[config.mk]
export PLATFORM = sky130hd
export DESIGN_NAME = crm_link
export DESIGN_NICKNAME = d
export VERILOG_FILES = /design/src/design/crm_pkg.sv /design/src/design/crm_buf.sv /design/src/design/crm_link.sv
export SDC_FILE = /design/constraint.sdc
export NUM_CORES = 1
export LEC_CHECK = 0
export BUFFER_PORTS_ARGS = -buffer_cell sky130_fd_sc_hd__buf_2
export CORE_MARGIN = 4
export CORE_UTILIZATION = 55
export CTS_CLUSTER_DIAMETER = 80
export DETAILED_ROUTE_END_ITERATION = 8
export PLACE_DENSITY = 0.83
export SYNTH_ARGS = -nofsm -noshare
export SYNTH_HDL_FRONTEND = slang
export SYNTH_HIERARCHICAL = 1
export SYNTH_SLANG_ARGS = --single-unit
[constraint.sdc]
create_clock -name mclk -period 2.9 [get_ports mclk]
set_input_delay 0.58 -clock mclk [delete_from_list [all_inputs] [get_ports mclk]]
set_output_delay 0.58 -clock mclk [all_outputs]
set_load 0.02 [all_outputs]
[src/design/crm_pkg.sv]
// Shared constants and helpers of the crate/module command link
package crm_pkg;
  // ==========================================================
  // Word and packet layout
  localparam int WORD_W    = 32;
  localparam int PKT_W     = 25;
  localparam int SLOT_W    = 4;
  localparam int KIND_BIT  = 24;
  localparam int CHAN_HI   = 23;
  localparam int CHAN_LO   = 16;
  localparam int DATA_HI   = 15;
  localparam int ROUTE_HI  = 15;
  localparam int ROUTE_LO  = 8;
  localparam int CODE_HI   = 23;
  localparam int CODE_LO   = 22;
  localparam int ECHO_HI   = 21;
  localparam int ECHO_LO   = 16;
  // ==========================================================
  // Routing byte classes (top two bits)
  localparam logic [1:0] CLS_DATA = 2'h0;
  localparam logic [1:0] CLS_CMD  = 2'h2;
  localparam logic [1:0] CLS_SVC  = 2'h3;
  // ==========================================================
  // Command codes
  localparam logic [1:0] CMD_STOP  = 2'h0;
  localparam logic [1:0] CMD_LOAD  = 2'h1;
  localparam logic [1:0] CMD_RESET = 2'h2;
  localparam logic [1:0] CMD_FIRMWARE_INSTRUCTION_COMMAND = 2'h3;
  // ==========================================================
  // Serial framing
  localparam int FRAME_BITS = 11;
  localparam int PKT_BYTES  = 3;
  localparam int LINE_BITS  = FRAME_BITS * PKT_BYTES;
  localparam int RX_SAMPLES = 10;
  localparam logic [5:0] LINE_BITS_W = 6'h21;
  localparam logic [3:0] RX_LAST     = 4'h9;
  // ==========================================================
  // Reset values and defaults
  localparam int          BIT_DIV_DEF   = 14;
  localparam logic [15:0] MODULE_ID_DEF = 16'h5A3C; // Arbitrary value
  localparam logic        LINE_IDLE     = 1'b1;

  // One 11-bit frame: start, control, data LSB first, stop
  function automatic logic [FRAME_BITS-1:0] frame(input logic ctrl,
                                                  input logic [7:0] d);
    frame = {1'b1, d, ctrl, 1'b0};
  endfunction

  // Host word rebuilt from a module packet and its slot
  function automatic logic [WORD_W-1:0] pack_up(
      input logic [PKT_W-1:0] p, input logic [SLOT_W-1:0] slot);
    pack_up = {p[DATA_HI:0], p[KIND_BIT], 3'h0, slot, p[CHAN_HI:CHAN_LO]};
  endfunction
endpackage

[src/design/crm_buf.sv]
// Two-entry buffer with valid/ready on both sides
`timescale 1ns/1ns
module crm_buf #(
  parameter int WIDTH = 32,
  parameter int DEPTH = 2
) (
  input  wire logic             mclk,
  input  wire logic             reset,
  input  wire logic             in_valid,
  input  wire logic [WIDTH-1:0] in_data,
  output logic                  in_ready,
  output logic                  out_valid,
  output logic [WIDTH-1:0]      out_data,
  input  wire logic             out_ready
);
  import crm_pkg::*;

  if (DEPTH != 2) begin : g_chk
    $error("crm_buf serves DEPTH of 2 only");
  end

  logic [WIDTH-1:0] mem [DEPTH];
  logic             wr_ptr;
  logic             rd_ptr;
  logic [1:0]       count;
  logic             next_wr_ptr;
  logic             next_rd_ptr;
  logic [1:0]       next_count;
  logic             push;
  logic             pop;

  // ==========================================================
  // Pointers and flags
  always_comb begin
    push        = in_valid & in_ready;
    pop         = out_valid & out_ready;
    next_wr_ptr = push ? ~wr_ptr : wr_ptr;
    next_rd_ptr = pop ? ~rd_ptr : rd_ptr;
    next_count  = count;
    if (push && !pop) begin
      next_count = count + 2'h1;
    end else if (pop && !push) begin
      next_count = count - 2'h1;
    end
  end

  always_ff @(posedge mclk) begin
    if (reset) begin
      wr_ptr    <= 1'b0;
      rd_ptr    <= 1'b0;
      count     <= 2'h0;
      in_ready  <= 1'b0;
      out_valid <= 1'b0;
    end else begin
      wr_ptr    <= next_wr_ptr;
      rd_ptr    <= next_rd_ptr;
      count     <= next_count;
      in_ready  <= (next_count != 2'h2);
      out_valid <= (next_count != 2'h0);
    end
  end

  always_ff @(posedge mclk) begin
    if (push) begin
      mem[wr_ptr] <= in_data;
    end
  end

  assign out_data = mem[rd_ptr];
endmodule

[src/design/crm_link.sv]
// Crate/module command link: host word packer and module command decoder
`timescale 1ns/1ns
module crm_link #(
  parameter int          BIT_DIV   = crm_pkg::BIT_DIV_DEF,
  parameter logic [15:0] MODULE_ID = crm_pkg::MODULE_ID_DEF
) (
  input  wire logic                        mclk,
  input  wire logic                        reset,
  input  wire logic                        host_valid,
  input  wire logic [crm_pkg::WORD_W-1:0]  host_word,
  output logic                             host_ready,
  output logic                             svc_valid,
  output logic [crm_pkg::WORD_W-1:0]       svc_word,
  output logic                             link_tx,
  output logic [crm_pkg::SLOT_W-1:0]       link_slot,
  input  wire logic                        link_rx,
  input  wire logic                        dsp_based,
  output logic                             mcu_reset,
  output logic                             operating,
  output logic                             load_valid,
  output logic [7:0]                       load_byte,
  input  wire logic [15:0]                 mcu_echo,
  output logic                             fw_valid,
  output logic                             fw_is_cmd,
  output logic [23:0]                      fw_word,
  input  wire logic                        fw_reply_valid,
  input  wire logic [23:0]                 fw_reply,
  output logic                             resp_valid,
  output logic [crm_pkg::PKT_W-1:0]        resp_packet,
  input  wire logic                        resp_ready,
  input  wire logic                        up_valid,
  input  wire logic [crm_pkg::PKT_W-1:0]   up_packet,
  input  wire logic [crm_pkg::SLOT_W-1:0]  up_slot,
  output logic                             host_out_valid,
  output logic [crm_pkg::WORD_W-1:0]       host_out_word
);
  import crm_pkg::*;

  if (BIT_DIV < 4 || BIT_DIV > 255) begin : g_chk
    $error("crm_link BIT_DIV out of range");
  end

  typedef enum logic [1:0] {TX_IDLE = 2'b01, TX_SHIFT = 2'b10} crm_tx_e;
  typedef enum logic [1:0] {RX_IDLE = 2'b01, RX_BITS = 2'b10} crm_rx_e;
  typedef enum logic [1:0] {DC_IDLE = 2'b01, DC_LOAD = 2'b10} crm_dc_e;

  localparam logic [7:0] DIV_LAST = 8'(BIT_DIV - 1);
  localparam logic [7:0] DIV_MID  = 8'(BIT_DIV / 2);

  // ==========================================================
  // Bit rate divider
  logic [7:0] div_cnt;
  logic [7:0] next_div_cnt;
  logic       bit_en;
  logic       smp_en;

  always_comb begin
    next_div_cnt = (div_cnt == DIV_LAST) ? 8'h00 : div_cnt + 8'h01;
  end
  always_ff @(posedge mclk) begin
    if (reset) begin
      div_cnt <= 8'h00;
      bit_en  <= 1'b0;
      smp_en  <= 1'b0;
    end else begin
      div_cnt <= next_div_cnt;
      bit_en  <= (next_div_cnt == DIV_LAST);
      smp_en  <= (next_div_cnt == DIV_MID);
    end
  end

  // ==========================================================
  // Host word buffer and controller downstream path
  logic                buf_valid;
  logic [WORD_W-1:0]   buf_word;
  logic                buf_ready;

  crm_buf #(.WIDTH(WORD_W), .DEPTH(2)) u_buf (
    .mclk      (mclk),
    .reset     (reset),
    .in_valid  (host_valid),
    .in_data   (host_word),
    .in_ready  (host_ready),
    .out_valid (buf_valid),
    .out_data  (buf_word),
    .out_ready (buf_ready)
  );

  crm_tx_e             tx_state, next_tx_state;
  logic [LINE_BITS-1:0] tx_sh, next_tx_sh;
  logic [5:0]          tx_left, next_tx_left;
  logic                next_link_tx;
  logic [SLOT_W-1:0]   next_link_slot;
  logic                next_svc_valid;
  logic [WORD_W-1:0]   next_svc_word;
  logic [1:0]          cls;
  logic [PKT_W-1:0]    dn_pkt;

  assign buf_ready = (tx_state == TX_IDLE);

  always_comb begin
    cls    = buf_word[ROUTE_HI -: 2];
    // Kind bit alone crosses; data and channel are reshuffled
    dn_pkt = {buf_word[ROUTE_HI], buf_word[7:0],
              buf_word[WORD_W-1:16]};
    next_tx_state  = tx_state;
    next_tx_sh     = tx_sh;
    next_tx_left   = tx_left;
    next_link_tx   = link_tx;
    next_link_slot = link_slot;
    next_svc_valid = 1'b0;
    next_svc_word  = svc_word;
    case (tx_state)
      TX_IDLE: begin
        if (buf_valid) begin
          if (cls == CLS_SVC) begin
            next_svc_valid = 1'b1;
            next_svc_word  = buf_word;
          end else begin
            next_link_slot = buf_word[ROUTE_LO +: SLOT_W];
            next_tx_sh = {frame(1'b0, dn_pkt[7:0]),
                          frame(1'b0, dn_pkt[15:8]),
                          frame(dn_pkt[KIND_BIT],
                                dn_pkt[CHAN_HI:CHAN_LO])};
            next_tx_left  = LINE_BITS_W;
            next_tx_state = TX_SHIFT;
          end
        end
      end
      TX_SHIFT: begin
        if (bit_en) begin
          next_link_tx = tx_sh[0];
          next_tx_sh   = {1'b1, tx_sh[LINE_BITS-1:1]};
          next_tx_left = tx_left - 6'h01;
          if (tx_left == 6'h01) begin
            next_tx_state = TX_IDLE;
          end
        end
      end
      default: next_tx_state = TX_IDLE;
    endcase
  end

  always_ff @(posedge mclk) begin
    if (reset) begin
      tx_state  <= TX_IDLE;
      tx_sh     <= '1;
      tx_left   <= 6'h00;
      link_tx   <= LINE_IDLE;
      link_slot <= '0;
      svc_valid <= 1'b0;
      svc_word  <= '0;
    end else begin
      tx_state  <= next_tx_state;
      tx_sh     <= next_tx_sh;
      tx_left   <= next_tx_left;
      link_tx   <= next_link_tx;
      link_slot <= next_link_slot;
      svc_valid <= next_svc_valid;
      svc_word  <= next_svc_word;
    end
  end

  // ==========================================================
  // Controller upstream path
  always_ff @(posedge mclk) begin
    if (reset) begin
      host_out_valid <= 1'b0;
      host_out_word  <= '0;
    end else begin
      host_out_valid <= up_valid;
      if (up_valid) begin
        host_out_word <= pack_up(up_packet, up_slot);
      end
    end
  end

  // ==========================================================
  // Module serial receiver and packet assembly
  crm_rx_e           rx_state, next_rx_state;
  logic [3:0]        rx_cnt, next_rx_cnt;
  logic [9:0]        rx_sh, next_rx_sh;
  logic [1:0]        byte_idx, next_byte_idx;
  logic              synced, next_synced;
  logic [PKT_W-1:0]  rx_pkt, next_rx_pkt;
  logic              pkt_done, next_pkt_done;

  always_comb begin
    next_rx_state = rx_state;
    next_rx_cnt   = rx_cnt;
    next_rx_sh    = rx_sh;
    next_byte_idx = byte_idx;
    next_synced   = synced;
    next_rx_pkt   = rx_pkt;
    next_pkt_done = 1'b0;
    case (rx_state)
      RX_IDLE: begin
        if (smp_en && !link_rx) begin
          next_rx_state = RX_BITS;
          next_rx_cnt   = 4'h0;
        end
      end
      RX_BITS: begin
        if (smp_en) begin
          next_rx_sh  = {link_rx, rx_sh[9:1]};
          next_rx_cnt = rx_cnt + 4'h1;
          if (rx_cnt == RX_LAST) begin
            next_rx_state = RX_IDLE;
            if (link_rx && next_rx_sh[0]) begin
              next_synced   = 1'b1;
              next_byte_idx = 2'h1;
              next_rx_pkt   = {1'b1, next_rx_sh[8:1], 16'h0000};
            end else if (link_rx && synced) begin
              if (byte_idx == 2'h0) begin
                next_rx_pkt   = {1'b0, next_rx_sh[8:1], 16'h0000};
                next_byte_idx = 2'h1;
              end else if (byte_idx == 2'h1) begin
                next_rx_pkt[15:8] = next_rx_sh[8:1];
                next_byte_idx     = 2'h2;
              end else begin
                next_rx_pkt[7:0] = next_rx_sh[8:1];
                next_byte_idx    = 2'h0;
                next_pkt_done    = 1'b1;
              end
            end
          end
        end
      end
      default: next_rx_state = RX_IDLE;
    endcase
  end

  always_ff @(posedge mclk) begin
    if (reset) begin
      rx_state <= RX_IDLE;
      rx_cnt   <= 4'h0;
      rx_sh    <= '0;
      byte_idx <= 2'h0;
      synced   <= 1'b0;
      rx_pkt   <= '0;
      pkt_done <= 1'b0;
    end else begin
      rx_state <= next_rx_state;
      rx_cnt   <= next_rx_cnt;
      rx_sh    <= next_rx_sh;
      byte_idx <= next_byte_idx;
      synced   <= next_synced;
      rx_pkt   <= next_rx_pkt;
      pkt_done <= next_pkt_done;
    end
  end

  // ==========================================================
  // Module command decoder and reply register
  crm_dc_e           dc_state, next_dc_state;
  logic [5:0]        echo_bits, next_echo_bits;
  logic [7:0]        load_lo, next_load_lo;
  logic              next_mcu_reset, next_operating;
  logic              next_load_valid, next_fw_valid, next_fw_is_cmd;
  logic [7:0]        next_load_byte;
  logic [23:0]       next_fw_word;
  logic              next_resp_valid;
  logic [PKT_W-1:0]  next_resp_packet;
  logic [1:0]        code;

  always_comb begin
    code             = rx_pkt[CODE_HI:CODE_LO];
    next_dc_state    = dc_state;
    next_echo_bits   = echo_bits;
    next_load_lo     = load_lo;
    next_mcu_reset   = mcu_reset;
    next_operating   = operating;
    next_load_valid  = 1'b0;
    next_load_byte   = load_byte;
    next_fw_valid    = 1'b0;
    next_fw_is_cmd   = fw_is_cmd;
    next_fw_word     = fw_word;
    next_resp_valid  = resp_valid && !resp_ready;
    next_resp_packet = resp_packet;
    if (operating && fw_reply_valid && !next_resp_valid) begin
      next_resp_valid  = 1'b1;
      next_resp_packet = {1'b1, fw_reply};
    end
    case (dc_state)
      DC_IDLE: begin
        if (pkt_done && rx_pkt[KIND_BIT]) begin
          case (code)
            CMD_STOP: begin
              next_mcu_reset  = 1'b0;
              next_operating  = 1'b0;
              next_resp_valid = 1'b0;
            end
            CMD_RESET: begin
              next_mcu_reset   = 1'b1;
              next_resp_valid  = 1'b1;
              next_resp_packet = {1'b1, CMD_RESET,
                                  rx_pkt[ECHO_HI:ECHO_LO],
                                  MODULE_ID};
            end
            CMD_LOAD: begin
              next_load_valid = 1'b1;
              next_load_byte  = rx_pkt[15:8];
              next_load_lo    = rx_pkt[7:0];
              next_echo_bits  = rx_pkt[ECHO_HI:ECHO_LO];
              next_dc_state   = DC_LOAD;
            end
            CMD_FIRMWARE_INSTRUCTION_COMMAND: begin
              next_operating = 1'b1;
              next_fw_valid  = 1'b1;
              next_fw_is_cmd = 1'b1;
              next_fw_word   = rx_pkt[23:0];
            end
            default: next_dc_state = DC_IDLE;
          endcase
        end else if (pkt_done && operating) begin
          next_fw_valid  = 1'b1;
          next_fw_is_cmd = 1'b0;
          next_fw_word   = rx_pkt[23:0];
        end
      end
      DC_LOAD: begin
        next_load_valid = 1'b1;
        next_load_byte  = load_lo;
        next_dc_state   = DC_IDLE;
        if (!dsp_based) begin
          next_resp_valid  = 1'b1;
          next_resp_packet = {1'b1, CMD_LOAD, echo_bits, mcu_echo};
        end
      end
      default: next_dc_state = DC_IDLE;
    endcase
  end

  always_ff @(posedge mclk) begin
    if (reset) begin
      dc_state    <= DC_IDLE;
      echo_bits   <= '0;
      load_lo     <= '0;
      mcu_reset   <= 1'b0;
      operating   <= 1'b0;
      load_valid  <= 1'b0;
      load_byte   <= '0;
      fw_valid    <= 1'b0;
      fw_is_cmd   <= 1'b0;
      fw_word     <= '0;
      resp_valid  <= 1'b0;
      resp_packet <= '0;
    end else begin
      dc_state    <= next_dc_state;
      echo_bits   <= next_echo_bits;
      load_lo     <= next_load_lo;
      mcu_reset   <= next_mcu_reset;
      operating   <= next_operating;
      load_valid  <= next_load_valid;
      load_byte   <= next_load_byte;
      fw_valid    <= next_fw_valid;
      fw_is_cmd   <= next_fw_is_cmd;
      fw_word     <= next_fw_word;
      resp_valid  <= next_resp_valid;
      resp_packet <= next_resp_packet;
    end
  end
endmodule

==> flow_metrics.env, run 1 <==
export IMPL_synth_area_um2=12500
export IMPL_numCtsBuffers=31
export IMPL_place_congestion=0.815
export IMPL_cp_slowest_cell="and4_1"
export IMPL_cp_arrival_ns=2.55
export IMPL_ctsResizeCount=0
export IMPL_ff2ff_setup_slack_ns=0.80
export IMPL_hpwl_um=19300
export IMPL_root_buffer="clkbuf_16"
export IMPL_initial_core_util=0.565
export IMPL_startpoint="dc_state[1]"
export IMPL_setup_tns_ns=0
export IMPL_cp_start_kind="register"
export IMPL_drtAntennaViolNets=0
export IMPL_p_leak_nw=6.05
export IMPL_synth_xor_area_frac=0.00973
export IMPL_status="completed"
export IMPL_antenna_found_initial=0
export IMPL_drc_errors=0
export IMPL_synth_top_family_by_area="simple AND/OR/NAND/NOR gates"
export IMPL_hold_viol=0
export IMPL_cts_tree="done"
export IMPL_insertion_delay_ns=0.54
export IMPL_num_antenna_cells=0
export IMPL_r2r_start="dc_state[1]"
export IMPL_overflow=0
export IMPL_synth_top_area_frac=0.398
export IMPL_synth_cells=1277
export IMPL_power_share_sequential=0.475
export IMPL_worst_path_stages=6
export IMPL_synth_fa_ha_area_frac=0.0140
export IMPL_synth_compound_area_frac=0.149
export IMPL_rr_worst_depth=6
export IMPL_cp_max_fo=16
export IMPL_worstSetupEndpointType="register"
export IMPL_tightest_slew_ns=0.999
export IMPL_h_tree_depth=1
export IMPL_period_needed_ns=2.10
export IMPL_yosys_warnings=6
export IMPL_io_buffers=240
export IMPL_combPwrFrac=0.149
export IMPL_multi_input_area_um2=5120
export IMPL_ir_drop_mv=0.578
export IMPL_routedWlPerCell_um=15.9
export IMPL_crit_path_max_incr_delay_ns=0.60
export IMPL_path_buf_inv=1
export IMPL_worstReg2RegEnd="load_byte[1]"
export IMPL_placed_cells=1729
export IMPL_critPathCapture="load_byte[1]"
export IMPL_grt_max_degree=130
export IMPL_postCtsSetupBuffers=0
export IMPL_firstDrtPassIters=5
export IMPL_synth_edf_count=64
export IMPL_slew_headroom=0.334
export IMPL_final_cells=1786
export IMPL_cp_required_ns=3.35
export IMPL_synth_top_cell_by_area="dfxtp_1"
export IMPL_layout_common_cells="dfxtp_1, buf_2, nand2_1, a21oi_1, nor2_1"
export IMPL_synthArstFlopShare=0
export IMPL_grt_pass1_vias=9405
export IMPL_track_usage=0.217
export IMPL_die_h_um=159
export IMPL_max_freq_mhz=477
export IMPL_die_area_um2=25100
export IMPL_rsz0062_at_grt="no"
export IMPL_grt_pass1_wl_um=45700
export IMPL_wirelength_um=28500
export IMPL_row_count=54
export IMPL_clockPowerShare=0.375
export IMPL_area_growth_pct=18.4
export IMPL_cts_max_path_buffers=3
export IMPL_cts_sinks=312
export IMPL_finClkSkew_ns=0.0117
export IMPL_core_area_um2=22100
export IMPL_netSwitchingFraction=0.268
export IMPL_drv_cap=0
export IMPL_finalMaxSlewViolations=0
export IMPL_criticalPathCategory="reg -> reg"
export IMPL_layout_commonest_cell="dfxtp_1"
export IMPL_num_vias=9894
export IMPL_synthSimpleGateAreaFrac=0.161
export IMPL_die_w_um=159
export IMPL_seqCellArea_um2=6890
export IMPL_initialDrtViolationCount=845
export IMPL_ys_seq_area_frac=0.552
export IMPL_syn_avg_cell_area_um2=9.77
export IMPL_holdPathStages=1
export IMPL_finalSetupViolCount=0
export IMPL_synth_seq_cells=312
export IMPL_finalCritPeriodShare=0.723
export IMPL_hold_class="in -> reg"
export IMPL_fill_cells=1728
export IMPL_p_sw_mw=2.83
export IMPL_muxShareOfSynthArea=0.0749
export IMPL_ios=244
export IMPL_nNetsFinal=1605
export IMPL_clk_pin_slew_ns=0.06
export IMPL_synthTopCellsByArea="dfxtp_1, edfxtp_1, nand2_1"
export IMPL_synth_flop_cell="dfxtp_1"
export IMPL_postCtsHoldBufs=0
export IMPL_worstPathCellList="inv_1 > ha_1 > and4_1 > a21o_2 > nor2_1 > a211oi_1"
export IMPL_via_per_inst=5.54
export IMPL_power_density_nw_per_um2=715
export IMPL_p_int_mw=7.73
export IMPL_synthDistinctLibCells=70
export IMPL_critPathTopFamily="simple AND/OR/NAND/NOR gates"
export IMPL_drive_above_1_share=0.241
## synthesized netlist by cell type (all sizes together) (3+ instances only)
cell type / number
dfxtp: 248
o21ai: 42
nand3: 42
and3: 8
ha: 14
nor2b: 31
edfxtp: 64
a22oi: 7
mux2: 33
nand2b: 4
nand3b: 5
clkbuf: 38
xor2: 9
or3: 3
nand2: 200
nor2: 118
xnor2: 4
o21bai: 25
a211oi: 36
buf: 50
mux2i: 55
a21o: 25
a21boi: 5
and2: 10
and3b: 4
a31oi: 5
inv: 15
a21oi: 141
nor4: 3
nor3: 6
## worst reg2reg max path: cells and delay by family, from the launching register on
family          cells  cell delay [ns]
compound gates      2             0.53
fa+ha+maj           1             0.43
buf+inv             1             0.07
flops               1             0.31
simple gates        2             0.69
## final cells by class
class                      count  area share
sequential                   312       0.466
tap                          280      0.0237
inverter                      15     0.00381
timing repair buffer         258      0.0909
clock inverter                22      0.0140
clock buffer                  35      0.0549
multi-input combinational    864       0.346
## routing by layer
| layer | global-route usage | part of all wire |
|---|---|---|
| met5 | 0 | 0 |
| met4 | 0.0487 | 0.017 |
| met3 | 0.0337 | 0.065 |
| met2 | 0.378 | 0.49 |
| met1 | 0.288 | 0.43 |
## worst min-delay path by stage
stage	from	endpoint	slack [ns]
6_report	host_word[20]	u_buf/mem[1][20]	0.22
5_1_grt	host_word[23]	u_buf/mem[0][23]	0.20
4_1_cts	host_word[23]	u_buf/mem[0][23]	0.20
3_5_place_dp	svc_word[11]	svc_word[11]	0.45
3_3_place_gp	svc_word[18]	svc_word[18]	0.44
2_1_floorplan	u_buf/count[1]	u_buf/in_ready	0.43
## power by group through the flow
| stage | clock network, mW | logic [mW] | registers [mW] |
|---|---|---|---|
| finish | 3.96 | 1.58 | 5.02 |
| global route | 4.23 | 1.77 | 5.06 |
| CTS | 4.04 | 1.59 | 5.02 |
| detailed placement | 0 | 1.58 | 5.11 |
| global placement | 0 | 1.54 | 5.09 |
| floorplan | 0 | 1.05 | 5.19 |
## registers in the layout (all words and copies together) (netlist names), 4 cells and up, named ones only
signal         flops
div_cnt            8
echo_bits          6
fw_word           24
host_out_word     29
link_slot          4
load_byte          8
load_lo            8
resp_packet       24
rx_cnt             4
rx_pkt            25
rx_sh              9
svc_word          32
tx_left            6
tx_sh             32
u_buf/mem         64
## cell families (layout without fill, tap and decap cells)
| kind of cell | count (synthesis) | count (layout) |
|---|---|---|
| AOI/OAI and AO/OA | 300 | 300 |
| xor gates and xnor gates | 13 | 13 |
| muxes | 88 | 88 |
| and+or+nand+nor | 446 | 446 |
| adders and majority gates | 14 | 14 |
| buffers and inverters | 103 | 330 |
| DFF | 312 | 312 |
| other | 1 | 3 |
## per-stage QoR
stage | util | worst slack, ns | area (um^2) | power (mW) | hold slack [ns]
floorplan | - | 0.441 | 12500 | 6.24 | 0.428
global placement | 0.622 | 0.868 | 13800 | 6.63 | 0.441
detailed placement | 0.622 | 0.807 | 13800 | 6.69 | 0.445
CTS | 0.669 | 0.793 | 14800 | 10.7 | 0.198
global route | 0.669 | 0.525 | 14800 | 11.1 | 0.197
finish | 0.669 | 0.802 | 14800 | 10.6 | 0.222
No activity file was read; power rests on OpenSTA's default activity.
==> run 2, diff against run 1 <==
- ABC_AREA: not set -> 1
- CORE_UTILIZATION: 55 -> 50
- PLACE_DENSITY: 0.83 -> 0.79
- clock period: 2.9 -> 1.7 ns (I/O delays scaled with it)
==> flow_metrics.env, run 2 <==
export IMPL_status="completed"
export IMPL_cp_start_kind="register"
export IMPL_cts_sinks=312
export IMPL_synth_top_family_by_area="simple AND/OR/NAND/NOR gates"
export IMPL_drive_above_1_share=0.220
export IMPL_finalCritPeriodShare=0.950
export IMPL_num_antenna_cells=0
export IMPL_root_buffer="clkbuf_16"
export IMPL_cp_max_fo=7
export IMPL_antenna_found_initial=0
export IMPL_whs_ns=0.0221
export IMPL_holdPathStages=1
export IMPL_clk_pin_slew_ns=0.06
export IMPL_worstPathCellList="inv_1 > ha_1 > inv_2 > nand3_1 > o211ai_1 > a21oi_1"
export IMPL_grt_pass1_wl_um=49000
export IMPL_period_needed_ns=1.61
export IMPL_hold_viol=0
export IMPL_synth_top_cell_by_area="dfxtp_1"
export IMPL_via_per_inst=5.02
export IMPL_grt_max_degree=77
export IMPL_place_congestion=0.889
export IMPL_p_leak_nw=7.20
export IMPL_cts_tree="done"
export IMPL_power_density_nw_per_um2=1350
export IMPL_drtAntennaViolNets=0
export IMPL_postPlaceCellArea_um2=14300
export IMPL_finalSetupViolCount=0
export IMPL_crit_path_max_incr_delay_ns=0.37
export IMPL_synth_seq_cells=312
export IMPL_initialDrtViolationCount=801
export IMPL_ios=244
export IMPL_synthSimpleGateAreaFrac=0.246
export IMPL_synthDistinctLibCells=38
export IMPL_setup_ws_ns=0.0857
export IMPL_setup_tns_ns=0
export IMPL_synth_cells=1540
export IMPL_p_sw_mw=6.25
export IMPL_yosys_warnings=6
export IMPL_synthArstFlopShare=0
export IMPL_netSwitchingFraction=0.298
export IMPL_synth_flop_cell="dfxtp_1"
export IMPL_yosysMostFrequentCell="nand2_1"
export IMPL_grt_pass1_vias=10500
export IMPL_largest_register="u_buf/mem"
export IMPL_overflow=0
export IMPL_worstSetupEndpointType="register"
export IMPL_largest_reg_flops=64
export IMPL_synth_compound_area_frac=0.0933
export IMPL_finalPower_mw=21.0
export IMPL_cts_max_path_buffers=3
export IMPL_clockPowerShare=0.339
export IMPL_cp_slowest_cell="ha_1"
export IMPL_core_area_um2=25100
export IMPL_numCtsBuffers=34
export IMPL_postCtsSetupBuffers=0
export IMPL_top_regs="u_buf/mem x64, svc_word x32, tx_sh x32"
export IMPL_synth_fa_ha_area_frac=0.0138
export IMPL_ir_drop_mv=1.22
export IMPL_layout_commonest_cell="nand2_1"
export IMPL_post_place_ws_ns=0.0510
export IMPL_rr_worst_depth=6
export IMPL_cp_arrival_ns=1.99
export IMPL_muxShareOfSynthArea=0.0372
export IMPL_io_buffers=240
export IMPL_drc_errors=0
export IMPL_max_freq_mhz=619
export IMPL_p_int_mw=14.7
export IMPL_initial_core_util=0.506
export IMPL_track_usage=0.205
export IMPL_nNetsFinal=1914
export IMPL_h_tree_depth=2
export IMPL_final_util=0.617
export IMPL_power_share_sequential=0.432
export IMPL_syn_avg_cell_area_um2=8.26
export IMPL_cp_required_ns=2.07
export IMPL_criticalPathCategory="reg -> reg"
export IMPL_final_cells=2147
export IMPL_hold_class="in -> reg"
export IMPL_synthTopCellsByCount="nand2_1, nor2_1, dfxtp_1, o21ai_0, inv_1"
export IMPL_synth_xor_area_frac=0.00138
export IMPL_drv_cap=0
export IMPL_die_w_um=167
export IMPL_synth_edf_count=64
export IMPL_row_count=58
export IMPL_synth_area_um2=12700
export IMPL_wirelength_um=29500
export IMPL_placed_cells=2078
export IMPL_insertion_delay_ns=0.51
export IMPL_die_area_um2=28000
export IMPL_hpwl_um=20800
export IMPL_final_area_um2=15500
export IMPL_synthTopCellsByArea="dfxtp_1, edfxtp_1, nand2_1"
export IMPL_finClkSkew_ns=0.0216
export IMPL_area_growth_pct=21.9
export IMPL_routedWlPerCell_um=13.7
export IMPL_die_h_um=167
export IMPL_layout_common_cells="nand2_1, nor2_1, dfxtp_1, buf_2, o21ai_0"
export IMPL_combPwrFrac=0.229
export IMPL_num_vias=10800
export IMPL_synth_top_area_frac=0.390
export IMPL_ys_seq_area_frac=0.542
export IMPL_finalMaxSlewViolations=0
export IMPL_firstDrtPassIters=8
-- run 2: layout make-up --
type                    count  area (um^2)
flip-flops and latches    312         6890
multi-input cells        1052         5040
fillers                  2149         9610
clock buffers              43          905
well taps                 330          413
inverters                 105          399
clock inverters            19          185
repair buffers            286         1670
-- run 2: cell families after synthesis --
family | Yosys count
xor gates and xnor gates | 2
AOI/OAI and AO/OA | 224
and+or+nand+nor | 776
buffers and inverters | 179
other | 1
DFF | 312
muxes | 32
adders and majority gates | 14
-- run 2: routing by layer --
metal	track usage	wire, um	vias up
met5	0	0	-
met4	0.0762	898	0
met3	0.0425	2030	64
met2	0.357	14300	374
met1	0.250	12200	4883
li1	-	-	5453
-- run 2: final timing paths --
| kind | slack (ns) | to | startpoint |
|---|---|---|---|
| min reg2reg | 0.46 | link_tx | tx_sh[0] |
| max reg2reg | 0.09 | register | dc_state[0] |
| min | 0.02 | u_buf/mem[0][11] | host_word[11] |
| max | 0.09 | register | dc_state[0] |
-- run 2: repair_timing --
action	4_1_cts	5_1_grt
setup endpoints to repair	0	68
resized for setup	0	11
endpoints found under the hold margin	9	1
hold buffers	5	1
-- run 2: worst max-delay path, delay by kind of cell (launching register included) --
kind	cells	cell delay, ns
simple gates	1	0.26
compound gates	2	0.32
flops	1	0.33
buf+inv	2	0.20
fa+ha+maj	1	0.37
-- run 2: power by group through the flow --
| stage | logic (mW) | registers [mW] | clock network, mW |
|---|---|---|---|
| 2_1_floorplan | 3.38 | 9.41 | 0 |
| 3_3_place_gp | 4.61 | 9.16 | 0 |
| 3_5_place_dp | 4.75 | 9.20 | 0 |
| 4_1_cts | 4.79 | 9.06 | 7.29 |
| 5_1_grt | 5.39 | 9.16 | 7.63 |
| 6_report | 4.80 | 9.06 | 7.10 |
==> run 3, diff against run 2 <==
- CORE_MARGIN: 4 -> not set
- CORE_UTILIZATION: 50 -> 55
- PLACE_DENSITY: 0.79 -> 0.82
- clock period: 1.7 -> 1.5 ns (I/O delays scaled with it)
==> flow_metrics.env, run 3 (synthesized netlist as in run 2, its figures left out) <==
export IMPL_status="finished, violations left"
export IMPL_violations="negative setup slack"
export IMPL_root_buffer="clkbuf_16"
export IMPL_track_usage=0.277
export IMPL_numCtsBuffers=34
export IMPL_core_area_um2=22600
export IMPL_drive_above_1_share=0.286
export IMPL_max_freq_mhz=614
export IMPL_hold_viol=0
export IMPL_holdPathStages=3
export IMPL_rsz0062_at_grt="yes"
export IMPL_firstDrtPassIters=6
export IMPL_top_regs="u_buf/mem x64, svc_word x32, tx_sh x32"
export IMPL_fill_cells=1507
export IMPL_initial_core_util=0.562
export IMPL_final_util=0.741
export IMPL_via_per_inst=5.50
export IMPL_largest_reg_flops=64
export IMPL_largest_register="u_buf/mem"
export IMPL_finalMaxSlewViolations=0
export IMPL_die_w_um=154
export IMPL_num_vias=11900
export IMPL_area_growth_pct=31.9
export IMPL_multi_input_area_um2=5580
export IMPL_cts_max_path_buffers=3
export IMPL_layout_common_cells="nand2_1, nor2_1, buf_2, dfxtp_1, o21ai_0"
export IMPL_grt_pass1_vias=11200
export IMPL_period_needed_ns=1.63
export IMPL_worstSetupEndpointType="register"
export IMPL_die_area_um2=23700
export IMPL_antenna_found_initial=1
export IMPL_cts_sinks=312
export IMPL_hold_class="in -> reg"
export IMPL_criticalPathCategory="reg -> reg"
export IMPL_drtAntennaViolNets=0
export IMPL_setup_ws_ns=-0.128
export IMPL_drv_cap=0
export IMPL_postPlaceCellArea_um2=14600
export IMPL_cts_tree="done"
export IMPL_rr_worst_depth=8
export IMPL_finalSetupViolCount=45
export IMPL_io_buffers=240
export IMPL_finClkSkew_ns=0.0382
export IMPL_ios=244
export IMPL_routedWlPerCell_um=16.8
export IMPL_die_h_um=154
export IMPL_worstPathCellList="mux2_4 > nand2_4 > nand2_4 > a21oi_4 > buf_12 > clkbuf_16 > nand2_4 > nand3_2"
export IMPL_finalCritPeriodShare=1.09
export IMPL_post_place_ws_ns=-0.0657
export IMPL_grt_pass1_wl_um=53600
export IMPL_whs_endpoint="host_out_word[22]"
export IMPL_holdCritStartpoint="up_packet[6]"
export IMPL_h_tree_depth=2
export IMPL_wirelength_um=36400
export IMPL_grt_max_degree=39
export IMPL_insertion_delay_ns=0.53
export IMPL_seqCellArea_um2=6910
export IMPL_power_density_nw_per_um2=1520
export IMPL_layout_commonest_cell="nand2_1"
export IMPL_cp_slowest_cell="dfxtp_4"
export IMPL_num_antenna_cells=0
export IMPL_hpwl_um=20300
export IMPL_final_area_um2=16800
export IMPL_row_count=55
export IMPL_clk_pin_slew_ns=0.06
export IMPL_p_leak_nw=7.72
export IMPL_cpMostUsedCell="nand2_4"
export IMPL_worstReg2RegEnd="tx_sh[9]"
export IMPL_place_congestion=0.935
export IMPL_drc_errors=0
export IMPL_ff2ff_setup_slack_ns=-0.13
export IMPL_cp_arrival_ns=2.08
export IMPL_cp_required_ns=1.95
export IMPL_cp_max_fo=7
export IMPL_crit_path_max_incr_delay_ns=0.38
export IMPL_initialDrtViolationCount=1074
export IMPL_ir_drop_mv=1.34
export IMPL_cp_start_kind="register"
export IMPL_nNetsFinal=1981
export IMPL_overflow=0
[run 3: area by class of cell]
type	count	area share
repair buffers	350	0.145
multi-input cells	1055	0.333
clock inverters	16	0.00880
flip-flops and latches	312	0.412
well taps	285	0.0213
clock buffers	46	0.0552
inverters	105	0.0248
[run 3: how the worst max path moves through the flow]
stage                      from               to  slack, ns  depth (start not counted)
floorplan              register        tx_sh[19]      -0.09                         10
global placement    dc_state[1]  resp_packet[20]       0.01                          9
detailed placement   rx_pkt[22]  resp_packet[17]      -0.07                         10
CTS                  rx_pkt[22]  resp_packet[17]      -0.04                         10
global route           register         tx_sh[9]      -0.17                          7
finish                 register         tx_sh[9]      -0.13                          8
[run 3: through the flow]
step | cells | total power, mW | hold WS, ns | TNS, ns
6_report | 2169 | 25.6 | 0.0306 | -1.81
2_1_floorplan | 1542 | 14.6 | 0.365 | -2.01
3_3_place_gp | 2056 | 15.7 | 0.438 | 0
3_5_place_dp | 2056 | 16.0 | 0.445 | -0.465
4_1_cts | 2152 | 24.2 | 0.0122 | -0.0646
5_1_grt | 2169 | 26.6 | 0.0314 | -4.98
[run 3: worst max-delay path: cells and delay by family, from the launching register on]
| family | cells | cell delay, ns |
|---|---|---|
| simple gates | 4 | 0.33 |
| mux | 1 | 0.32 |
| flops | 1 | 0.38 |
| buf+inv | 2 | 0.32 |
| compound gates | 1 | 0.23 |
[run 3: repair_timing]
item	CTS	global route
hold buffers	33	0
setup endpoints to repair	38	141
cloned	1	10
pin swaps	1	37
buffers inserted	0	7
hold endpoints to repair	65	0
gates resized for setup	16	159
[run 3: report_power, final]
group	total, mW	internal, mW	switching [mW]
logic	7.07	2.76	4.31
clock network	8.13	4.72	3.41
registers	10.4	9.71	0.650
[run 3: routing by layer]
layer,share of wire,wire length [um],GRT usage
met5,0.00039,14,0
met4,0.039,1410,0.123
met3,0.075,2740,0.0516
met2,0.51,18500,0.502
met1,0.38,13700,0.318
